`config.mk`:
```
export PLATFORM = sky130hd
export DESIGN_NAME = shs_homing
export DESIGN_NICKNAME = d
export VERILOG_FILES = /design/src/hdl/shs_pkg.sv /design/src/hdl/shs_homing.sv
export VERILOG_INCLUDE_DIRS = /design/src /design/src/hdl
export SDC_FILE = /design/constraint.sdc
export NUM_CORES = 1
export LEC_CHECK = 0
export BUFFER_PORTS_ARGS = -buffer_cell sky130_fd_sc_hd__buf_2
export CORE_MARGIN = 2
export CORE_UTILIZATION = 30
export CTS_CLUSTER_SIZE = 30
export DETAILED_ROUTE_END_ITERATION = 10
export SLEW_MARGIN = 20
export SYNTH_ARGS = -nofsm -noshare
export SYNTH_HDL_FRONTEND = slang
export SYNTH_SLANG_ARGS = --single-unit
export TNS_END_PERCENT = 5
```
`constraint.sdc`:
```
create_clock -name i_clk -period 4.9 [get_ports i_clk]
set_clock_uncertainty 0.2 [all_clocks]
set_input_delay 0.98 -clock i_clk [delete_from_list [all_inputs] [get_ports i_clk]]
set_output_delay 0.98 -clock i_clk [all_outputs]
set_load 0.02 [all_outputs]
```
`src/hdl/shs_map.svh`:
```
/*
 * Constants of the homing sequencer: register offsets, field positions,
 * reset values, setting limits and trip codes.
 * Assumes inclusion by bare name from the design.
 */
`ifndef SHS_MAP_SVH
`define SHS_MAP_SVH

// ----------------------------------------------------------------------
// Register word offsets
// ----------------------------------------------------------------------
`define SHS_OFS_CTRL       4'h0
`define SHS_OFS_STATUS     4'h1
`define SHS_OFS_FAST_SPD   4'h2
`define SHS_OFS_SLOW_SPD   4'h3
`define SHS_OFS_OFFS_SPD   4'h4
`define SHS_OFS_ACCEL      4'h5
`define SHS_OFS_DECEL      4'h6
`define SHS_OFS_MODE       4'h7
`define SHS_OFS_ZCOUNT     4'h8
`define SHS_OFS_HOME_OFS   4'h9
`define SHS_OFS_ERRCODE    4'ha

// ----------------------------------------------------------------------
// Field positions
// ----------------------------------------------------------------------
`define SHS_CTRL_START     0
`define SHS_CTRL_CLEAR     1
`define SHS_MODE_DIR       0
`define SHS_MODE_TYPE_LO   4
`define SHS_MODE_OFS_EN    8
`define SHS_MODE_OT_LO     12

// ----------------------------------------------------------------------
// Limits, reset values and codes
// ----------------------------------------------------------------------
`define SHS_SPEED_MAX      13'h1770
`define SHS_ACCEL_MAX      12'hbb8
`define SHS_TYPE_REAR_Z    3'h2
`define SHS_TYPE_LIMIT_Z   3'h3
`define SHS_ERR_HOMING     8'h44
`define SHS_ERR_BADTYPE    8'hff
`define SHS_RST_SPEED      13'h0000
`define SHS_RST_ACCEL      12'h000
`define SHS_RST_ZCOUNT     8'h01

`endif

```
`src/hdl/shs_pkg.sv`:
```
/*
 * Types of the homing sequencer: sensor pin bundle, motion command and
 * sequencer states.
 * Assumes shs_map.svh sits beside it.
 */
package shs_pkg;

   // Raw sensor pins, all asynchronous to i_clk
   typedef struct packed {
      logic home;
      logic lim_pos;
      logic lim_neg;
      logic zph;
      logic enc;
   } shs_pins_t;

   // Command to the speed loop
   typedef struct packed {
      logic        run;
      logic        dir;
      logic        quick_stop;
      logic [12:0] speed;
      logic [11:0] accel;
      logic [11:0] decel;
   } shs_cmd_t;

   typedef enum logic [3:0] {
      ST_IDLE, ST_CHECK, ST_FAST_SEEK, ST_REV_STOP, ST_REV_SEEK, ST_REV_TURN,
      ST_SLOW_OFF, ST_Z_COUNT, ST_LIM_SEEK, ST_LIM_STOP, ST_LIM_OFF,
      ST_OFFSET, ST_DONE, ST_ERR
   } shs_state_t;

endpackage : shs_pkg

```
`src/hdl/shs_homing.sv`:
```
/*
 * Homing sequencer: drives a speed loop toward home from home sensor,
 * limit sensors and encoder index, with settings over a plain register port.
 * Assumes a speed loop on i_clk that ramps o_cmd and reports standstill.
 */
`timescale 1ns/1ps
`include "shs_map.svh"

module shs_homing (
   input  wire logic                i_clk,
   input  wire logic                i_rst,
   input  wire logic [3:0]          i_addr,
   input  wire logic [31:0]         i_wdata,
   input  wire logic                i_wr,
   input  wire logic                i_rd,
   output logic      [31:0]         o_rdata,
   input  wire shs_pkg::shs_pins_t  i_pins,
   input  wire logic                i_stopped,
   output shs_pkg::shs_cmd_t        o_cmd,
   output logic                     o_home_pulse,
   output logic                     o_busy,
   output logic                     o_alarm
);
   import shs_pkg::*;

   // ----------------------------------------------------------------------
   // Declarations
   // ----------------------------------------------------------------------
   logic [12:0] fast_r, slow_r, offs_spd_r;
   logic [11:0] accel_r, decel_r;
   logic        dir_r, ofs_en_r, done_r;
   logic [2:0]  type_r;
   logic [1:0]  ot_r;
   logic [7:0]  zcount_r, zcnt_r, err_r;
   logic [31:0] home_ofs_r, ofs_cnt_r, ofs_abs;
   logic [31:0] rdata_r;
   shs_pins_t   sync1_r, sync2_r, prev_r;
   shs_state_t  state_r, state_nxt;
   shs_cmd_t    cmd_r;
   logic        home_pulse_r, seen_on_r;
   logic        start, clear, settings_zero, lim_ahead, lim_behind, move_dir;
   logic        home_rise, home_fall, z_rise, enc_rise, behind_fall, z_last;
   logic [7:0]  z_target;

   // Saturate a speed write at its top value
   function automatic logic [12:0] sat_speed(input logic [31:0] v);
      sat_speed = (v > 32'(`SHS_SPEED_MAX)) ? `SHS_SPEED_MAX : v[12:0];
   endfunction : sat_speed

   // Saturate a ramp write at its top value
   function automatic logic [11:0] sat_accel(input logic [31:0] v);
      sat_accel = (v > 32'(`SHS_ACCEL_MAX)) ? `SHS_ACCEL_MAX : v[11:0];
   endfunction : sat_accel

   // ----------------------------------------------------------------------
   // Register port
   // ----------------------------------------------------------------------
   assign start = i_wr && (i_addr == `SHS_OFS_CTRL) && i_wdata[`SHS_CTRL_START];
   assign clear = i_wr && (i_addr == `SHS_OFS_CTRL) && i_wdata[`SHS_CTRL_CLEAR];

   // Setting registers, speed and ramp writes clamped to their ranges
   always_ff @(posedge i_clk) begin
      if (i_rst) begin
         fast_r     <= `SHS_RST_SPEED;
         slow_r     <= `SHS_RST_SPEED;
         offs_spd_r <= `SHS_RST_SPEED;
         accel_r    <= `SHS_RST_ACCEL;
         decel_r    <= `SHS_RST_ACCEL;
         dir_r      <= 1'b0;
         type_r     <= `SHS_TYPE_REAR_Z;
         ofs_en_r   <= 1'b0;
         ot_r       <= 2'h0;
         zcount_r   <= `SHS_RST_ZCOUNT;
         home_ofs_r <= 32'h0000_0000;
      end else if (i_wr) begin
         unique case (i_addr)
            `SHS_OFS_FAST_SPD: fast_r     <= sat_speed(i_wdata);
            `SHS_OFS_SLOW_SPD: slow_r     <= sat_speed(i_wdata);
            `SHS_OFS_OFFS_SPD: offs_spd_r <= sat_speed(i_wdata);
            `SHS_OFS_ACCEL:    accel_r    <= sat_accel(i_wdata);
            `SHS_OFS_DECEL:    decel_r    <= sat_accel(i_wdata);
            `SHS_OFS_MODE: begin
               dir_r    <= i_wdata[`SHS_MODE_DIR];
               type_r   <= i_wdata[`SHS_MODE_TYPE_LO +: 3];
               ofs_en_r <= i_wdata[`SHS_MODE_OFS_EN];
               ot_r     <= i_wdata[`SHS_MODE_OT_LO +: 2];
            end
            `SHS_OFS_ZCOUNT:   zcount_r   <= i_wdata[7:0];
            `SHS_OFS_HOME_OFS: home_ofs_r <= i_wdata;
            default: begin
            end
         endcase
      end
   end

   // Read data, valid only in the cycle after the strobe
   always_ff @(posedge i_clk) begin
      if (i_rst) begin
         rdata_r <= 32'h0000_0000;
      end else if (i_rd) begin
         unique case (i_addr)
            `SHS_OFS_STATUS:   rdata_r <= {16'h0000, zcnt_r, 4'(state_r), 1'b0, (state_r == ST_ERR), done_r, o_busy};
            `SHS_OFS_FAST_SPD: rdata_r <= {19'h0, fast_r};
            `SHS_OFS_SLOW_SPD: rdata_r <= {19'h0, slow_r};
            `SHS_OFS_OFFS_SPD: rdata_r <= {19'h0, offs_spd_r};
            `SHS_OFS_ACCEL:    rdata_r <= {20'h0, accel_r};
            `SHS_OFS_DECEL:    rdata_r <= {20'h0, decel_r};
            `SHS_OFS_MODE:     rdata_r <= {18'h0, ot_r, 3'h0, ofs_en_r, 1'b0, type_r, 3'h0, dir_r};
            `SHS_OFS_ZCOUNT:   rdata_r <= {24'h0, zcount_r};
            `SHS_OFS_HOME_OFS: rdata_r <= home_ofs_r;
            `SHS_OFS_ERRCODE:  rdata_r <= {24'h0, err_r};
            default:           rdata_r <= 32'h0000_0000;
         endcase
      end else begin
         rdata_r <= 32'h0000_0000;
      end
   end

   // ----------------------------------------------------------------------
   // Sensor inputs
   // ----------------------------------------------------------------------
   // Two-stage synchronisers, then one more stage for edges
   always_ff @(posedge i_clk) begin
      if (i_rst) begin
         sync1_r <= '0;
         sync2_r <= '0;
         prev_r  <= '0;
      end else begin
         sync1_r <= i_pins;
         sync2_r <= sync1_r;
         prev_r  <= sync2_r;
      end
   end

   assign home_rise   = sync2_r.home && !prev_r.home;
   assign home_fall   = !sync2_r.home && prev_r.home;
   assign z_rise      = sync2_r.zph && !prev_r.zph;
   assign enc_rise    = sync2_r.enc && !prev_r.enc;
   // Travel direction of the current state; o_cmd lags a cycle, and at a
   // reversal it would still point at the limit just left, a false trip
   always_comb begin
      move_dir = dir_r;
      if (state_r == ST_REV_SEEK || state_r == ST_REV_TURN ||
          state_r == ST_LIM_SEEK || state_r == ST_LIM_STOP) begin
         move_dir = !dir_r;
      end else if (state_r == ST_OFFSET) begin
         move_dir = home_ofs_r[31];
      end
   end

   // Limits ahead of and behind the travel of the current state
   assign lim_ahead   = move_dir ? sync2_r.lim_neg : sync2_r.lim_pos;
   assign lim_behind  = move_dir ? sync2_r.lim_pos : sync2_r.lim_neg;
   assign behind_fall = !lim_behind && (move_dir ? prev_r.lim_pos : prev_r.lim_neg);

   // ----------------------------------------------------------------------
   // Sequencer
   // ----------------------------------------------------------------------
   assign settings_zero = (fast_r == 13'h0) || (slow_r == 13'h0) ||
                          (accel_r == 12'h0) || (decel_r == 12'h0);
   assign z_target = (zcount_r == 8'h00) ? 8'h01 : zcount_r;
   assign z_last   = z_rise && ((zcnt_r + 8'h01) >= z_target);
   assign ofs_abs  = home_ofs_r[31] ? (~home_ofs_r + 32'h1) : home_ofs_r;

   // Next state
   always_comb begin
      state_nxt = state_r;
      unique case (state_r)
         ST_IDLE: if (start) state_nxt = ST_CHECK;
         ST_CHECK: begin
            if (settings_zero) state_nxt = ST_ERR;
            else if (type_r == `SHS_TYPE_REAR_Z) state_nxt = ST_FAST_SEEK;
            else if (type_r == `SHS_TYPE_LIMIT_Z) state_nxt = ST_LIM_SEEK;
            else state_nxt = ST_ERR;
         end
         ST_FAST_SEEK: begin
            if (home_rise) state_nxt = ST_SLOW_OFF;
            else if (lim_ahead) state_nxt = ST_REV_STOP;
         end
         ST_REV_STOP: if (i_stopped) state_nxt = ST_REV_SEEK;
         ST_REV_SEEK: begin
            if (home_fall && seen_on_r) state_nxt = ST_REV_TURN;
            else if (lim_ahead) state_nxt = ST_ERR;
         end
         ST_REV_TURN: if (i_stopped) state_nxt = ST_FAST_SEEK;
         ST_SLOW_OFF: begin
            if (lim_ahead) state_nxt = ST_ERR;
            else if (home_fall) state_nxt = ST_Z_COUNT;
         end
         ST_Z_COUNT: begin
            if (lim_ahead) state_nxt = ST_ERR;
            else if (z_last) state_nxt = ofs_en_r ? ST_OFFSET : ST_DONE;
         end
         ST_LIM_SEEK: if (lim_ahead) state_nxt = ST_LIM_STOP;
         ST_LIM_STOP: if (i_stopped) state_nxt = ST_LIM_OFF;
         ST_LIM_OFF: if (behind_fall) state_nxt = ST_Z_COUNT;
         ST_OFFSET: begin
            if (ofs_cnt_r >= ofs_abs) state_nxt = ST_DONE;
         end
         ST_DONE: state_nxt = ST_IDLE;
         ST_ERR: if (clear) state_nxt = ST_IDLE;
         default: state_nxt = ST_IDLE;
      endcase
      if (clear && state_r != ST_ERR) state_nxt = ST_IDLE;
   end

   // State register
   always_ff @(posedge i_clk) begin
      if (i_rst) state_r <= ST_IDLE;
      else       state_r <= state_nxt;
   end

   // Home sensor seen during the reversed search
   always_ff @(posedge i_clk) begin
      if (i_rst) seen_on_r <= 1'b0;
      else if (state_r != ST_REV_SEEK) seen_on_r <= 1'b0;
      else if (sync2_r.home) seen_on_r <= 1'b1;
   end

   // Index pulse counter
   always_ff @(posedge i_clk) begin
      if (i_rst) zcnt_r <= 8'h00;
      else if (state_r == ST_CHECK) zcnt_r <= 8'h00;
      else if (state_r == ST_Z_COUNT && z_rise) zcnt_r <= zcnt_r + 8'h01;
   end

   // Encoder pulses travelled during the offset move
   always_ff @(posedge i_clk) begin
      if (i_rst) ofs_cnt_r <= 32'h0;
      else if (state_r != ST_OFFSET) ofs_cnt_r <= 32'h0;
      else if (enc_rise) ofs_cnt_r <= ofs_cnt_r + 32'h1;
   end

   // Trip code, done flag and home pulse
   always_ff @(posedge i_clk) begin
      if (i_rst) begin
         err_r        <= 8'h00;
         done_r       <= 1'b0;
         home_pulse_r <= 1'b0;
      end else begin
         home_pulse_r <= (state_r == ST_Z_COUNT) && (state_nxt == ST_OFFSET || state_nxt == ST_DONE);
         if (state_nxt == ST_ERR && state_r != ST_ERR) begin
            err_r <= (state_r == ST_CHECK && !settings_zero) ? `SHS_ERR_BADTYPE : `SHS_ERR_HOMING;
         end else if (start && state_r == ST_IDLE) begin
            err_r <= 8'h00;
         end
         if (state_r == ST_DONE) done_r <= 1'b1;
         else if (start && state_r == ST_IDLE) done_r <= 1'b0;
      end
   end

   // Motion command, one cycle behind the state
   always_ff @(posedge i_clk) begin
      if (i_rst) begin
         cmd_r <= '0;
      end else begin
         cmd_r.accel      <= accel_r;
         cmd_r.decel      <= decel_r;
         cmd_r.quick_stop <= 1'b0;
         cmd_r.run        <= 1'b1;
         cmd_r.dir        <= dir_r;
         cmd_r.speed      <= 13'h0;
         unique case (state_r)
            ST_FAST_SEEK: cmd_r.speed <= fast_r;
            ST_REV_STOP: begin
               cmd_r.run        <= 1'b0;
               cmd_r.quick_stop <= ot_r[0];
            end
            ST_REV_SEEK: begin
               cmd_r.speed <= fast_r;
               cmd_r.dir   <= !dir_r;
            end
            ST_REV_TURN: begin
               cmd_r.run <= 1'b0;
               cmd_r.dir <= !dir_r;
            end
            ST_SLOW_OFF, ST_Z_COUNT, ST_LIM_OFF: cmd_r.speed <= slow_r;
            ST_LIM_SEEK: begin
               cmd_r.speed <= fast_r;
               cmd_r.dir   <= !dir_r;
            end
            ST_LIM_STOP: begin
               cmd_r.run        <= 1'b0;
               cmd_r.dir        <= !dir_r;
               cmd_r.quick_stop <= ot_r[0];
            end
            ST_OFFSET: begin
               cmd_r.speed <= offs_spd_r;
               cmd_r.dir   <= home_ofs_r[31];
            end
            ST_ERR: begin
               cmd_r.run        <= 1'b0;
               cmd_r.quick_stop <= ot_r[0];
            end
            default: cmd_r.run <= 1'b0;
         endcase
      end
   end

   assign o_cmd        = cmd_r;
   assign o_rdata      = rdata_r;
   assign o_home_pulse = home_pulse_r;
   assign o_busy       = (state_r != ST_IDLE) && (state_r != ST_ERR);
   assign o_alarm      = (state_r == ST_ERR);
endmodule : shs_homing

```
Word-level counts from Yosys, hierarchy flattened:

Index checks and enable logic that the tools add are counted.

* input bits: 46
* flip-flop bits (word level): 252

* equal/unequal tests: 31
* bitwise gates (word level): 3
* mux-type cells: 40
* magnitude comparators: 4
* reductions and logical operators: 59
* add/sub/neg operators: 3

Operators by type and width (count)
* 32-bit case mux with 10 select lines: 1
* 4-bit 2-to-1 mux: 19
* 32-bit by 1-bit adder with 32-bit output (second input constant): 2
* 4-bit case mux with 13 select lines: 1
* 4-bit equality test (second input constant): 12
* 13-bit case mux with 3 select lines: 1
* 4-bit by 3-bit equality test with 1-bit output (second input constant): 8
* 32-bit >= comparator: 1
* 32-bit by 12-bit greater-than comparator with 1-bit output (second input constant): 1
* 32-bit by 13-bit greater-than comparator with 1-bit output (second input constant): 1
* 32-bit 2-to-1 mux: 1
* 8-bit 2-to-1 mux: 4
* 32-bit NOT: 1
* 13-bit zero test: 2
* 12-bit zero test: 2
* 1-bit logical AND: 17
* 4-bit by 2-bit equality test with 1-bit output (second input constant): 4
* 2-bit AND reduction: 8
* 13-bit 2-to-1 mux: 1
* 12-bit 2-to-1 mux: 1
* 2-bit OR reduction: 5
* 3-bit OR reduction: 3
* 8-bit by 1-bit adder with 8-bit output (second input constant): 1
* 4-bit by 1-bit equality test with 1-bit output (second input constant): 2
* 16 further kinds: 41

Logic depth before layout (Yosys ltp):

Gate-level depths: netlist (run 1).

* word-level depth: 14
* mapped depth: 18
* mapped depth without buffers: 18

Worst setup path before layout (run 1):

No wires, ideal clock.

* path kind: reg2reg
* from: register home_ofs_r[9]
* to: register home_pulse_r (netlist: o_home_pulse)
* data required time: 4596 ps
* setup time: 104 ps
* data arrival time: 4785 ps
* setup slack: -189 ps
* cell stages (with the launch flop): 17
* path buffers: 0
* path through: dfxtp_1 -> or4_4 -> or3_4 -> nand4bb_4 -> nor4_4 -> nand3_2 -> or3_4 -> or4_1 -> ha_1 -> nand4_1 -> nor4_1 -> nand2_1 -> o22ai_1 -> nor4_1 -> or4_1 -> a211o_1 -> a2111oi_2

* word-level cells in the longest chain between the ends: 10
* elaborated cells on any way between the ends: 11
* classes of those cells: add/sub (1); order compare (1); eq/ne (2); mux (4); bitwise (1); reduce/logical (2)

RTL lines
* from (decl): RTL line shs_homing.sv:35 `logic [31:0] home_ofs_r, ofs_cnt_r, ofs_abs;`
* from (signal assigned): RTL line shs_homing.sv:89 `` `SHS_OFS_HOME_OFS: home_ofs_r <= i_wdata; ``
* 32-bit NOT: RTL line shs_homing.sv:163 `assign ofs_abs = home_ofs_r[31] ? (~home_ofs_r + 32'h1) : home_ofs_r;`
* 32-bit by 1-bit adder with 32-bit output: RTL line shs_homing.sv:163
* 32-bit 2-to-1 mux (*): RTL line shs_homing.sv:163
* 32-bit >= comparator (*): RTL line shs_homing.sv:198 `if (ofs_cnt_r >= ofs_abs) state_nxt = ST_DONE;`
* 4-bit 2-to-1 mux (*): RTL line shs_homing.sv:198
* 4-bit case mux with 13 select lines (*): RTL line shs_homing.sv:168 `unique case (state_r)`
* 4-bit 2-to-1 mux (*): RTL line shs_homing.sv:204 `if (clear && state_r != ST_ERR) state_nxt = ST_IDLE;`
* 4-bit equality test: RTL line shs_homing.sv:241 `home_pulse_r <= (state_r == ST_Z_COUNT) && (state_nxt == ST_OFFSET || state_nxt == ST_DONE);`
* 1-bit logical OR (*): RTL line shs_homing.sv:241
* 1-bit logical AND (*): RTL line shs_homing.sv:241
* to (signal assigned): RTL line shs_homing.sv:241
* to (decl): RTL line shs_homing.sv:40 `logic home_pulse_r, seen_on_r;`

Mark *: on every way between the ends. The rest lies on a longest branch, timed or not.
A chain may end at the register's enable or synchronous reset.

Worst setup path in the final report (run 1):

Ends and elaborated chain as after synthesis.

==> results summary, run 1 <==
The number of hold-repair buffers added at the cts stage came out at 0. The total internal power came out at 0.00329 W. The final critical-path setup slack is -25.0 ps. The worst setup path is captured at a flip-flop. In the final routed layout, each cell accounts on average for 18.5 um. The global-route wire length before repair is 56900 um. The initial antenna violation count is 1. The prevailing post-synth register cell is sky130_fd_sc_hd__dfxtp_1.

The detailed-route wire length came out at 36800 um. In this run the deepest clock path goes through 3 buffers. The worst hold slack came out at 232 ps. The net switching power of the design came out at 0.00103 W.

In this run the register-to-register setup slack is -20 ps. The number of sinks on the clock net came out at 246. For this run, design rule violations remaining after detail routing come to 0.

The area of the mapped netlist came out at 11400 um^2. The number of placed cells counting well taps is 1935. The share of flip-flops with an asynchronous set or reset after synthesis is 0%. The number of enable-type register cells in the synthesized netlist is 0.

After routing, the total negative slack on setup checks comes to -25.0 ps. The routed via count is 10480. The data arrival time of the worst path came out at 5150 ps. The final total power came out at 0.00432 W. The run finished, with violations left.

The number of distinct library cell variants in the gate-level netlist after synthesis came out at 69. At the pin with the least slew margin, the transition time is 1110 ps. The synthesized design spends more area on one cell type than any other, namely sky130_fd_sc_hd__dfxtp_1. The worst supply voltage drop on vdd came out at 0.000238 V. The sequential fraction of design power is 47.2%. The most common cell in the synthesized netlist is sky130_fd_sc_hd__dfxtp_1. The via count of the first global-routing pass was 10083. The tool flagged a number of max-cap violations equal to 0. The maximum level of the CTS H-tree is 1. The cell at the slowest stage of the critical path is sky130_fd_sc_hd__or4_4. At the end of routability-driven placement, the weighted congestion stood at 0.904. The share of the synthesized area in the top cell type is 43.2%. The die footprint came out at 39500 um^2.

TritonCTS built the clock tree. The power share of the clock group is 47.4%. The placed wire-length estimate after detailed placement is 27200 um. The sequential cell area fraction in the yosys report came out at 43.2%. The floorplan core area came out at 37500 um^2. The total count of hold-check failures in the final report came out at 0. The share of the clock period used by the worst path came out at 101%. In the routed layout, each cell is associated on average with a via count of 5.27. The floorplan die width is 199 um. The ratio of cells with drive above 1 in the final layout came out at 15.3%.

The power density over cell area is 318 nW/um^2. Counting stages on the worst path, the most repeated cell is sky130_fd_sc_hd__or4_4. The portion of total power attributed to combinational logic is 5.4%. Walking the worst path, the cells encountered are or4_4 -> or3_4 -> nand4bb_4 -> nor4_4 -> nand3_2 -> or3_4 -> or4_4 -> ha_4 -> nand4_1 -> or2_4 -> o22ai_2 -> nor4_2 -> or4_4 -> a211o_1 -> a2111oi_4.

The final reports fail on negative setup slack. The post-synthesis area per instance came out at 8.47 um^2. By area the synthesized netlist is led by sky130_fd_sc_hd__dfxtp_1, sky130_fd_sc_hd__nor2_1, sky130_fd_sc_hd__nand2_1, sky130_fd_sc_hd__a21oi_1, sky130_fd_sc_hd__ha_1. The data required time of the worst path came out at 5130 ps. In this design, the stage delay of the slowest critical-path cell is 530 ps. During synthesis, Yosys emitted a total of 0 warnings. The net switching fraction of the power came out at 23.9%. The clock latency of the later-clocked register in the worst-skew pair is 540 ps. The type of the worst min-delay path is flip-flop to flip-flop.

The smallest clock period supported by the final layout is computed as 4920 ps. The clock tree root driver cell is sky130_fd_sc_hd__clkbuf_16. The remaining antenna violation count after routing is 0. The final net count is 1542. Input and output buffers added on the ports amount to 120. The cell family contributing the most delay on the critical path is simple AND/OR/NAND/NOR gates.

Of all nets on the critical path, the largest fanout is 4. The clock-pin slew reported for the worst setup and hold paths after clock tree synthesis is 70 ps. The area growth from synthesis to final layout is 19.2%.

Across every metal layer, demand over resource in global routing totals 18.3%. The static leakage is 5.02 nW. The number of setup buffers added after CTS is 0.

The top-level port count came out at 121. The setup path with the least slack is of type flip-flop to flip-flop. The final-report setup violation count is 1. Sorting the synthesized cells by how often they occur yields sky130_fd_sc_hd__dfxtp_1, sky130_fd_sc_hd__nor2_1, sky130_fd_sc_hd__nand2_1, sky130_fd_sc_hd__a21oi_1, sky130_fd_sc_hd__clkbuf_1. The overflow left after global routing is 0. The critical path contains buffers and inverters numbering 0 combined. The height of the die came out at 199 um. The post-layout instance count excluding filler cells is 1987. The number of placement rows came out at 71.

The max-slew violation total from the final report came out at 0. STA classifies the critical path startpoint as a flip-flop. After synthesis the netlist holds a flip-flop and latch count of 246.

The effective utilization at floorplan is 30.4%. The synthesized instance count is 1345. The iteration count of the initial detailed-routing pass came out at 9.

Synthesis produced a netlist with a net count of 1434. The DRC marker count from the first detailed-route iteration came out at 1013. The CTS buffer count came out at 27. The achievable clock frequency is 0.203 GHz.

The maximum number of pins on one net before global-route repair came out at 92. Setup repair after global routing could not meet its margin everywhere. The final core utilization came out at 36.2%. The relative slew slack is 26.1%.
-- registers in the layout, indices dropped and copies added (netlist names), 2 cells and up --
name        count
sync2_r         5
ofs_cnt_r      32
slow_r         13
decel_r        12
offs_spd_r     13
o_cmd          40
type_r          3
zcnt_r          8
ot_r            2
zcount_r        8
prev_r          5
err_r           2
sync1_r         5
fast_r         13
home_ofs_r     32
accel_r        12
o_rdata        32
state_r         4
-- per-layer routing --
layer	GRT usage (%)	routed length, um	vias up
met2	30.4	17200	384
met5	0	0	-
met4	8.76	1760	0
met3	2.64	2220	98
met1	23.3	15600	4965
li1	-	-	5033
-- cells by family (layout without fill, tap and decap cells) --
| family | count (synthesis) | in the layout | synth area share (%) |
|---|---|---|---|
| AO/OA/AOI/OAI | 309 | 309 | 18.2 |
| XOR/XNOR | 67 | 67 | 5.15 |
| adder cells (fa/ha/maj) | 43 | 43 | 4.72 |
| buffers and inverters | 98 | 227 | 3.31 |
| flip-flops | 246 | 246 | 43.2 |
| multiplexers | 10 | 10 | 0.890 |
| other | 0 | 2 | 0 |
| AND/OR/NAND/NOR | 572 | 572 | 24.5 |
-- cell type report --
cell class,count,area (um^2)
antenna,2,5.00
clock buffer,35,746
fill,3920,23900
clock inverter,15,153
timing repair buffer,154,858
multi-input combinational,1001,6160
sequential,246,4920
inverter,23,86.3
tap,511,639
-- worst reg2reg max path: stages, from the launching register on --
cell	delay [ps]
sky130_fd_sc_hd__dfxtp_1	310
sky130_fd_sc_hd__or4_4	530
sky130_fd_sc_hd__or3_4	340
sky130_fd_sc_hd__nand4bb_4	220
sky130_fd_sc_hd__nor4_4	180
sky130_fd_sc_hd__nand3_2	110
sky130_fd_sc_hd__or3_4	370
sky130_fd_sc_hd__or4_4	500
sky130_fd_sc_hd__ha_4	290
sky130_fd_sc_hd__nand4_1	140
sky130_fd_sc_hd__or2_4	280
sky130_fd_sc_hd__o22ai_2	170
sky130_fd_sc_hd__nor4_2	80
sky130_fd_sc_hd__or4_4	450
sky130_fd_sc_hd__a211o_1	310
sky130_fd_sc_hd__a2111oi_4	340
-- power groups by stage --
stage / clock [W] / combinational (W) / sequential (W)
floorplan: 0 / 0.000137 / 0.00208
global placement: 0 / 0.000225 / 0.00208
detailed placement: 0 / 0.000226 / 0.00209
CTS: 0.00209 / 0.000228 / 0.00204
global route: 0.00217 / 0.000252 / 0.00204
finish: 0.00205 / 0.000233 / 0.00204
-- metrics by stage --
stage / worst slack [ps] / instance area [um^2]
after floorplan: 8.34 / 11400
after global placement: -113 / 12600
after detailed placement: -227 / 12600
after CTS: -31.3 / 13600
after global routing: -253 / 13600
final: -25.0 / 13600
-- layout by cell type, fill, tap and decap left out, types with 23 or more instances in the layout --
master,count
sky130_fd_sc_hd__dfxtp_1,246
sky130_fd_sc_hd__inv_1,23
sky130_fd_sc_hd__nor2b_1,56
sky130_fd_sc_hd__o21ai_0,33
sky130_fd_sc_hd__a22oi_1,29
sky130_fd_sc_hd__clkbuf_16,27
sky130_fd_sc_hd__nand2_1,155
sky130_fd_sc_hd__nor2_1,166
sky130_fd_sc_hd__a21oi_1,108
sky130_fd_sc_hd__a211oi_1,43
sky130_fd_sc_hd__nand3_1,44
sky130_fd_sc_hd__xor2_1,55
sky130_fd_sc_hd__ha_1,42
sky130_fd_sc_hd__buf_2,119
sky130_fd_sc_hd__buf_4,35
-- worst paths after layout --
path / endpoint / from / cells past startpoint
setup / recovery: o_home_pulse / home_ofs_r[9] / 15
hold / removal: sync2_r[3] / sync1_r[3] / 1
setup reg to reg: o_home_pulse / home_ofs_r[9] / 15
hold reg to reg: sync2_r[3] / sync1_r[3] / 1
-- repair_timing --
action                     in CTS  in global routing
gates resized for setup         7                  2
pin swaps                       3                  0
setup endpoints to repair       3                  3
Power figures use the tool's default switching activity.
==> run 2, diff against run 1 <==
--- a/config.mk
+++ b/config.mk
@@ -8,9 +8,10 @@
 export LEC_CHECK = 0
 export BUFFER_PORTS_ARGS = -buffer_cell sky130_fd_sc_hd__buf_2
 export CORE_MARGIN = 2
-export CORE_UTILIZATION = 30
+export CORE_UTILIZATION = 45
 export CTS_CLUSTER_SIZE = 30
 export DETAILED_ROUTE_END_ITERATION = 10
+export PLACE_DENSITY = 0.66
 export SLEW_MARGIN = 20
 export SYNTH_ARGS = -nofsm -noshare
 export SYNTH_HDL_FRONTEND = slang
==> run 2 against run 1 <==
The run still ends with negative setup slack left; sequential cell count is the same; clock power is 5% higher; sequential power is essentially flat; critical path depth is 1 higher; count of clock-buffer cells in the layout is the same; highest routed layer unchanged.
==> results summary, run 2 (same netlist as run 1, synthesis figures left out) <==
The effective utilization at floorplan came out at 45.5% (was 30.4%). The relative slew slack is 38.2% (was 26.1%). The achievable clock frequency was 0.191 GHz (was 0.203 GHz).

The remaining antenna violation count after routing is 0 (unchanged). The die footprint came out at 26600 um^2 (was 39500 um^2). The initial antenna violation count came to 0 (was 1). Most used cells in the layout excluding fill and tap cells: sky130_fd_sc_hd__dfxtp_1, sky130_fd_sc_hd__nor2_1, sky130_fd_sc_hd__nand2_1, sky130_fd_sc_hd__buf_2, sky130_fd_sc_hd__a21oi_1 (unchanged). The vias per cell is 5.80 (was 5.27). The cell at the slowest stage of the critical path is sky130_fd_sc_hd__or4_4 (unchanged). The clock tree from TritonCTS was built (unchanged). The DRC marker count from the first detailed-route iteration was 1133 (was 1013).

The final instance area came out at 13400 um^2 (was 13600 um^2). The max-capacitance violation count came out at 0 (unchanged). The placed wire-length estimate after detailed placement is 25100 um (was 27200 um).

The routed length per instance is 19.2 um (was 18.5 um). The most common cell type on the critical path is sky130_fd_sc_hd__or4_4 (unchanged). Cells traversed along the worst timing path: or4_4 -> or3_4 -> nand4bb_4 -> nor4_4 -> nand3_2 -> or3_4 -> or4_4 -> ha_4 -> nand4_1 -> nor4_4 -> nand2_1 -> o22ai_2 -> nor4_2 -> or4_4 -> a211o_1 -> a2111oi_4 (was or4_4 -> or3_4 -> nand4bb_4 -> nor4_4 -> nand3_2 -> or3_4 -> or4_4 -> ha_4 -> nand4_1 -> or2_4 -> o22ai_2 -> nor4_2 -> or4_4 -> a211o_1 -> a2111oi_4). The most frequent standard cell in the layout excluding fill and tap cells is sky130_fd_sc_hd__dfxtp_1 (unchanged). The overflow left after global routing is 0 (unchanged). The via count of the first global-routing pass came out at 9862 (was 10083).

The final critical-path setup slack is -323 ps (was -25.0 ps). The floorplan core area came to 25000 um^2 (was 37500 um^2). The ratio of cells with drive above 1 in the final layout was 15.2% (was 15.3%). The dominant delay contributor by cell family on the critical path is simple AND/OR/NAND/NOR gates (unchanged). The flip-flop count of the largest register, all copies and words added came to 40 (unchanged). Violated checks: negative setup slack (unchanged). The delay contributed by the slowest stage of the critical path came out at 540 ps (was 530 ps). The detailed-route wire length was 34500 um (was 36800 um). The CTS buffer count came out at 26 (was 27).

The data required time of the worst path is 5130 ps (about the same). The clock tree root driver cell is sky130_fd_sc_hd__clkbuf_16 (unchanged). The classification of the worst setup path was flip-flop to flip-flop (unchanged). The floorplan die width came out at 163 um (was 199 um).

The clock latency of the later-clocked register in the worst-skew pair is 530 ps (was 540 ps). The height of the die came out at 163 um (was 199 um). The data arrival time of the worst path came to 5450 ps (was 5150 ps). The maximum level of the CTS H-tree came out at 1 (unchanged). The maximum number of pins on one net before global-route repair came out at 80 (was 92).

The max-slew violation total from the final report is 0 (unchanged). The area growth from synthesis to final layout was 17.6% (was 19.2%). The power density over cell area came to 330 nW/um^2 (was 318 nW/um^2). The placer's final routability congestion estimate is 0.922 (was 0.904). The type of the worst min-delay path is flip-flop to flip-flop (unchanged). The routed via count is 10433 (was 10480).

The transition time at the pin with the least slew margin is 926 ps (was 1110 ps). The final net count is 1541 (was 1542). The number of placement rows came out at 58 (was 71).

The total count of hold-check failures in the final report is 0 (unchanged). The overall fraction of global-route tracks in use came out at 25.4% (was 18.3%). The top-level port count is 121 (unchanged).

The final core utilization came out at 53.5% (was 36.2%). The clock-pin slew reported for the worst setup and hold paths after clock tree synthesis came out at 60 ps (was 70 ps). The share of the clock period used by the worst path came out at 107% (was 101%). The maximum clock path buffer count is 3 (unchanged).

The sum of buffers and inverters on the critical path is 0 (unchanged). Result of the run: finished, violations left (unchanged). The number of sinks on the clock net was 246 (unchanged). The count of buffers inserted at the top-level ports came out at 120 (unchanged). The worst supply voltage drop on vdd is 0.000234 V (was 0.000238 V). The startpoint class of the critical path was a flip-flop (unchanged). The final-report setup violation count came out at 3 (was 1). The iteration count of the initial detailed-routing pass is 8 (was 9). The number of remaining DRC errors was 0 (unchanged). The total cell area at the placement stage came out at 12400 um^2 (was 12600 um^2). RSZ-0062 raised after global routing: true (unchanged). The global-route wire length before repair came out at 53800 um (was 56900 um).

The nature of the critical path endpoint is a flip-flop (unchanged). The maximum fanout along the worst path is 3 (was 4). The antenna diode count is 0 (was 2). The static leakage is 5.05 nW (was 5.02 nW). The time the final worst path needs with I/O delays and setup is 5220 ps (was 4920 ps). The number of hold-repair buffers added at the cts stage is 0 (unchanged).
-- run 2: changes by cell type in the layout (fill, tap and decap cells not counted), moves of 2 or more --
| cell | change |
|---|---|
| sky130_fd_sc_hd__bufinv_16 | +3 |
| sky130_fd_sc_hd__clkinvlp_4 | -2 |
| sky130_fd_sc_hd__diode_2 | -2 |
| sky130_fd_sc_hd__inv_6 | -4 |
| sky130_fd_sc_hd__nor2_1 | -2 |
| sky130_fd_sc_hd__nor2_2 | +2 |
-- run 2: what timing repair did --
| action | in CTS | in global routing |
|---|---|---|
| gates resized for setup | 0 | 10 |
| endpoints found under the setup margin | 3 | 5 |
| pin swaps | 0 | 8 |
| buffers inserted | 0 | 1 |
| gates cloned | 0 | 0 |
-- run 2: area by class of cell --
type                            instances  area (um^2)
Clock buffer                           35          756
Clock inverter                         11          184
Fill cell                            2342        11600
Inverter                               23         86.3
Multi-Input combinational cell       1001         6170
Sequential cell                       246         4920
Tap cell                              330          413
Timing Repair Buffer                  154          858
-- run 2: per-stage QoR --
stage	setup WS (ps)	TNS [ps]	instances	hold slack, ps	total power, W
after detailed placement	-219	-600	1753	230	0.00231
after floorplan	8.34	0	1345	214	0.00221
after global routing	-563	-1380	1800	263	0.00454
final	-323	-645	1800	239	0.00442
after global placement	-97.2	-240	1753	216	0.00231
after CTS	-239	-674	1799	243	0.00443
-- run 2: path summary, 6_finish.rpt --
| path | startpoint | endpoint | slack [ps] | cells past startpoint |
|---|---|---|---|---|
| max | home_ofs_r[9] | o_home_pulse | -320 | 16 |
| min | sync1_r[0] | sync2_r[0] | 240 | 1 |
| max reg2reg | home_ofs_r[9] | o_home_pulse | -320 | 16 |
| min reg2reg | sync1_r[0] | sync2_r[0] | 240 | 1 |
-- run 2: per-layer routing --
layer	up-vias	GRT usage [%]	share of wire, %
met1	4899	33.2	43
li1	5028	-	-
met5	-	0	0
met2	402	41.9	46
met3	104	4.16	6.9
met4	0	10.3	4.1
-- run 2: report_power, final --
group	internal (W)	switching, W
clock	0.00134	0.000806
combinational	0.0000824	0.000155
sequential	0.00202	0.0000196
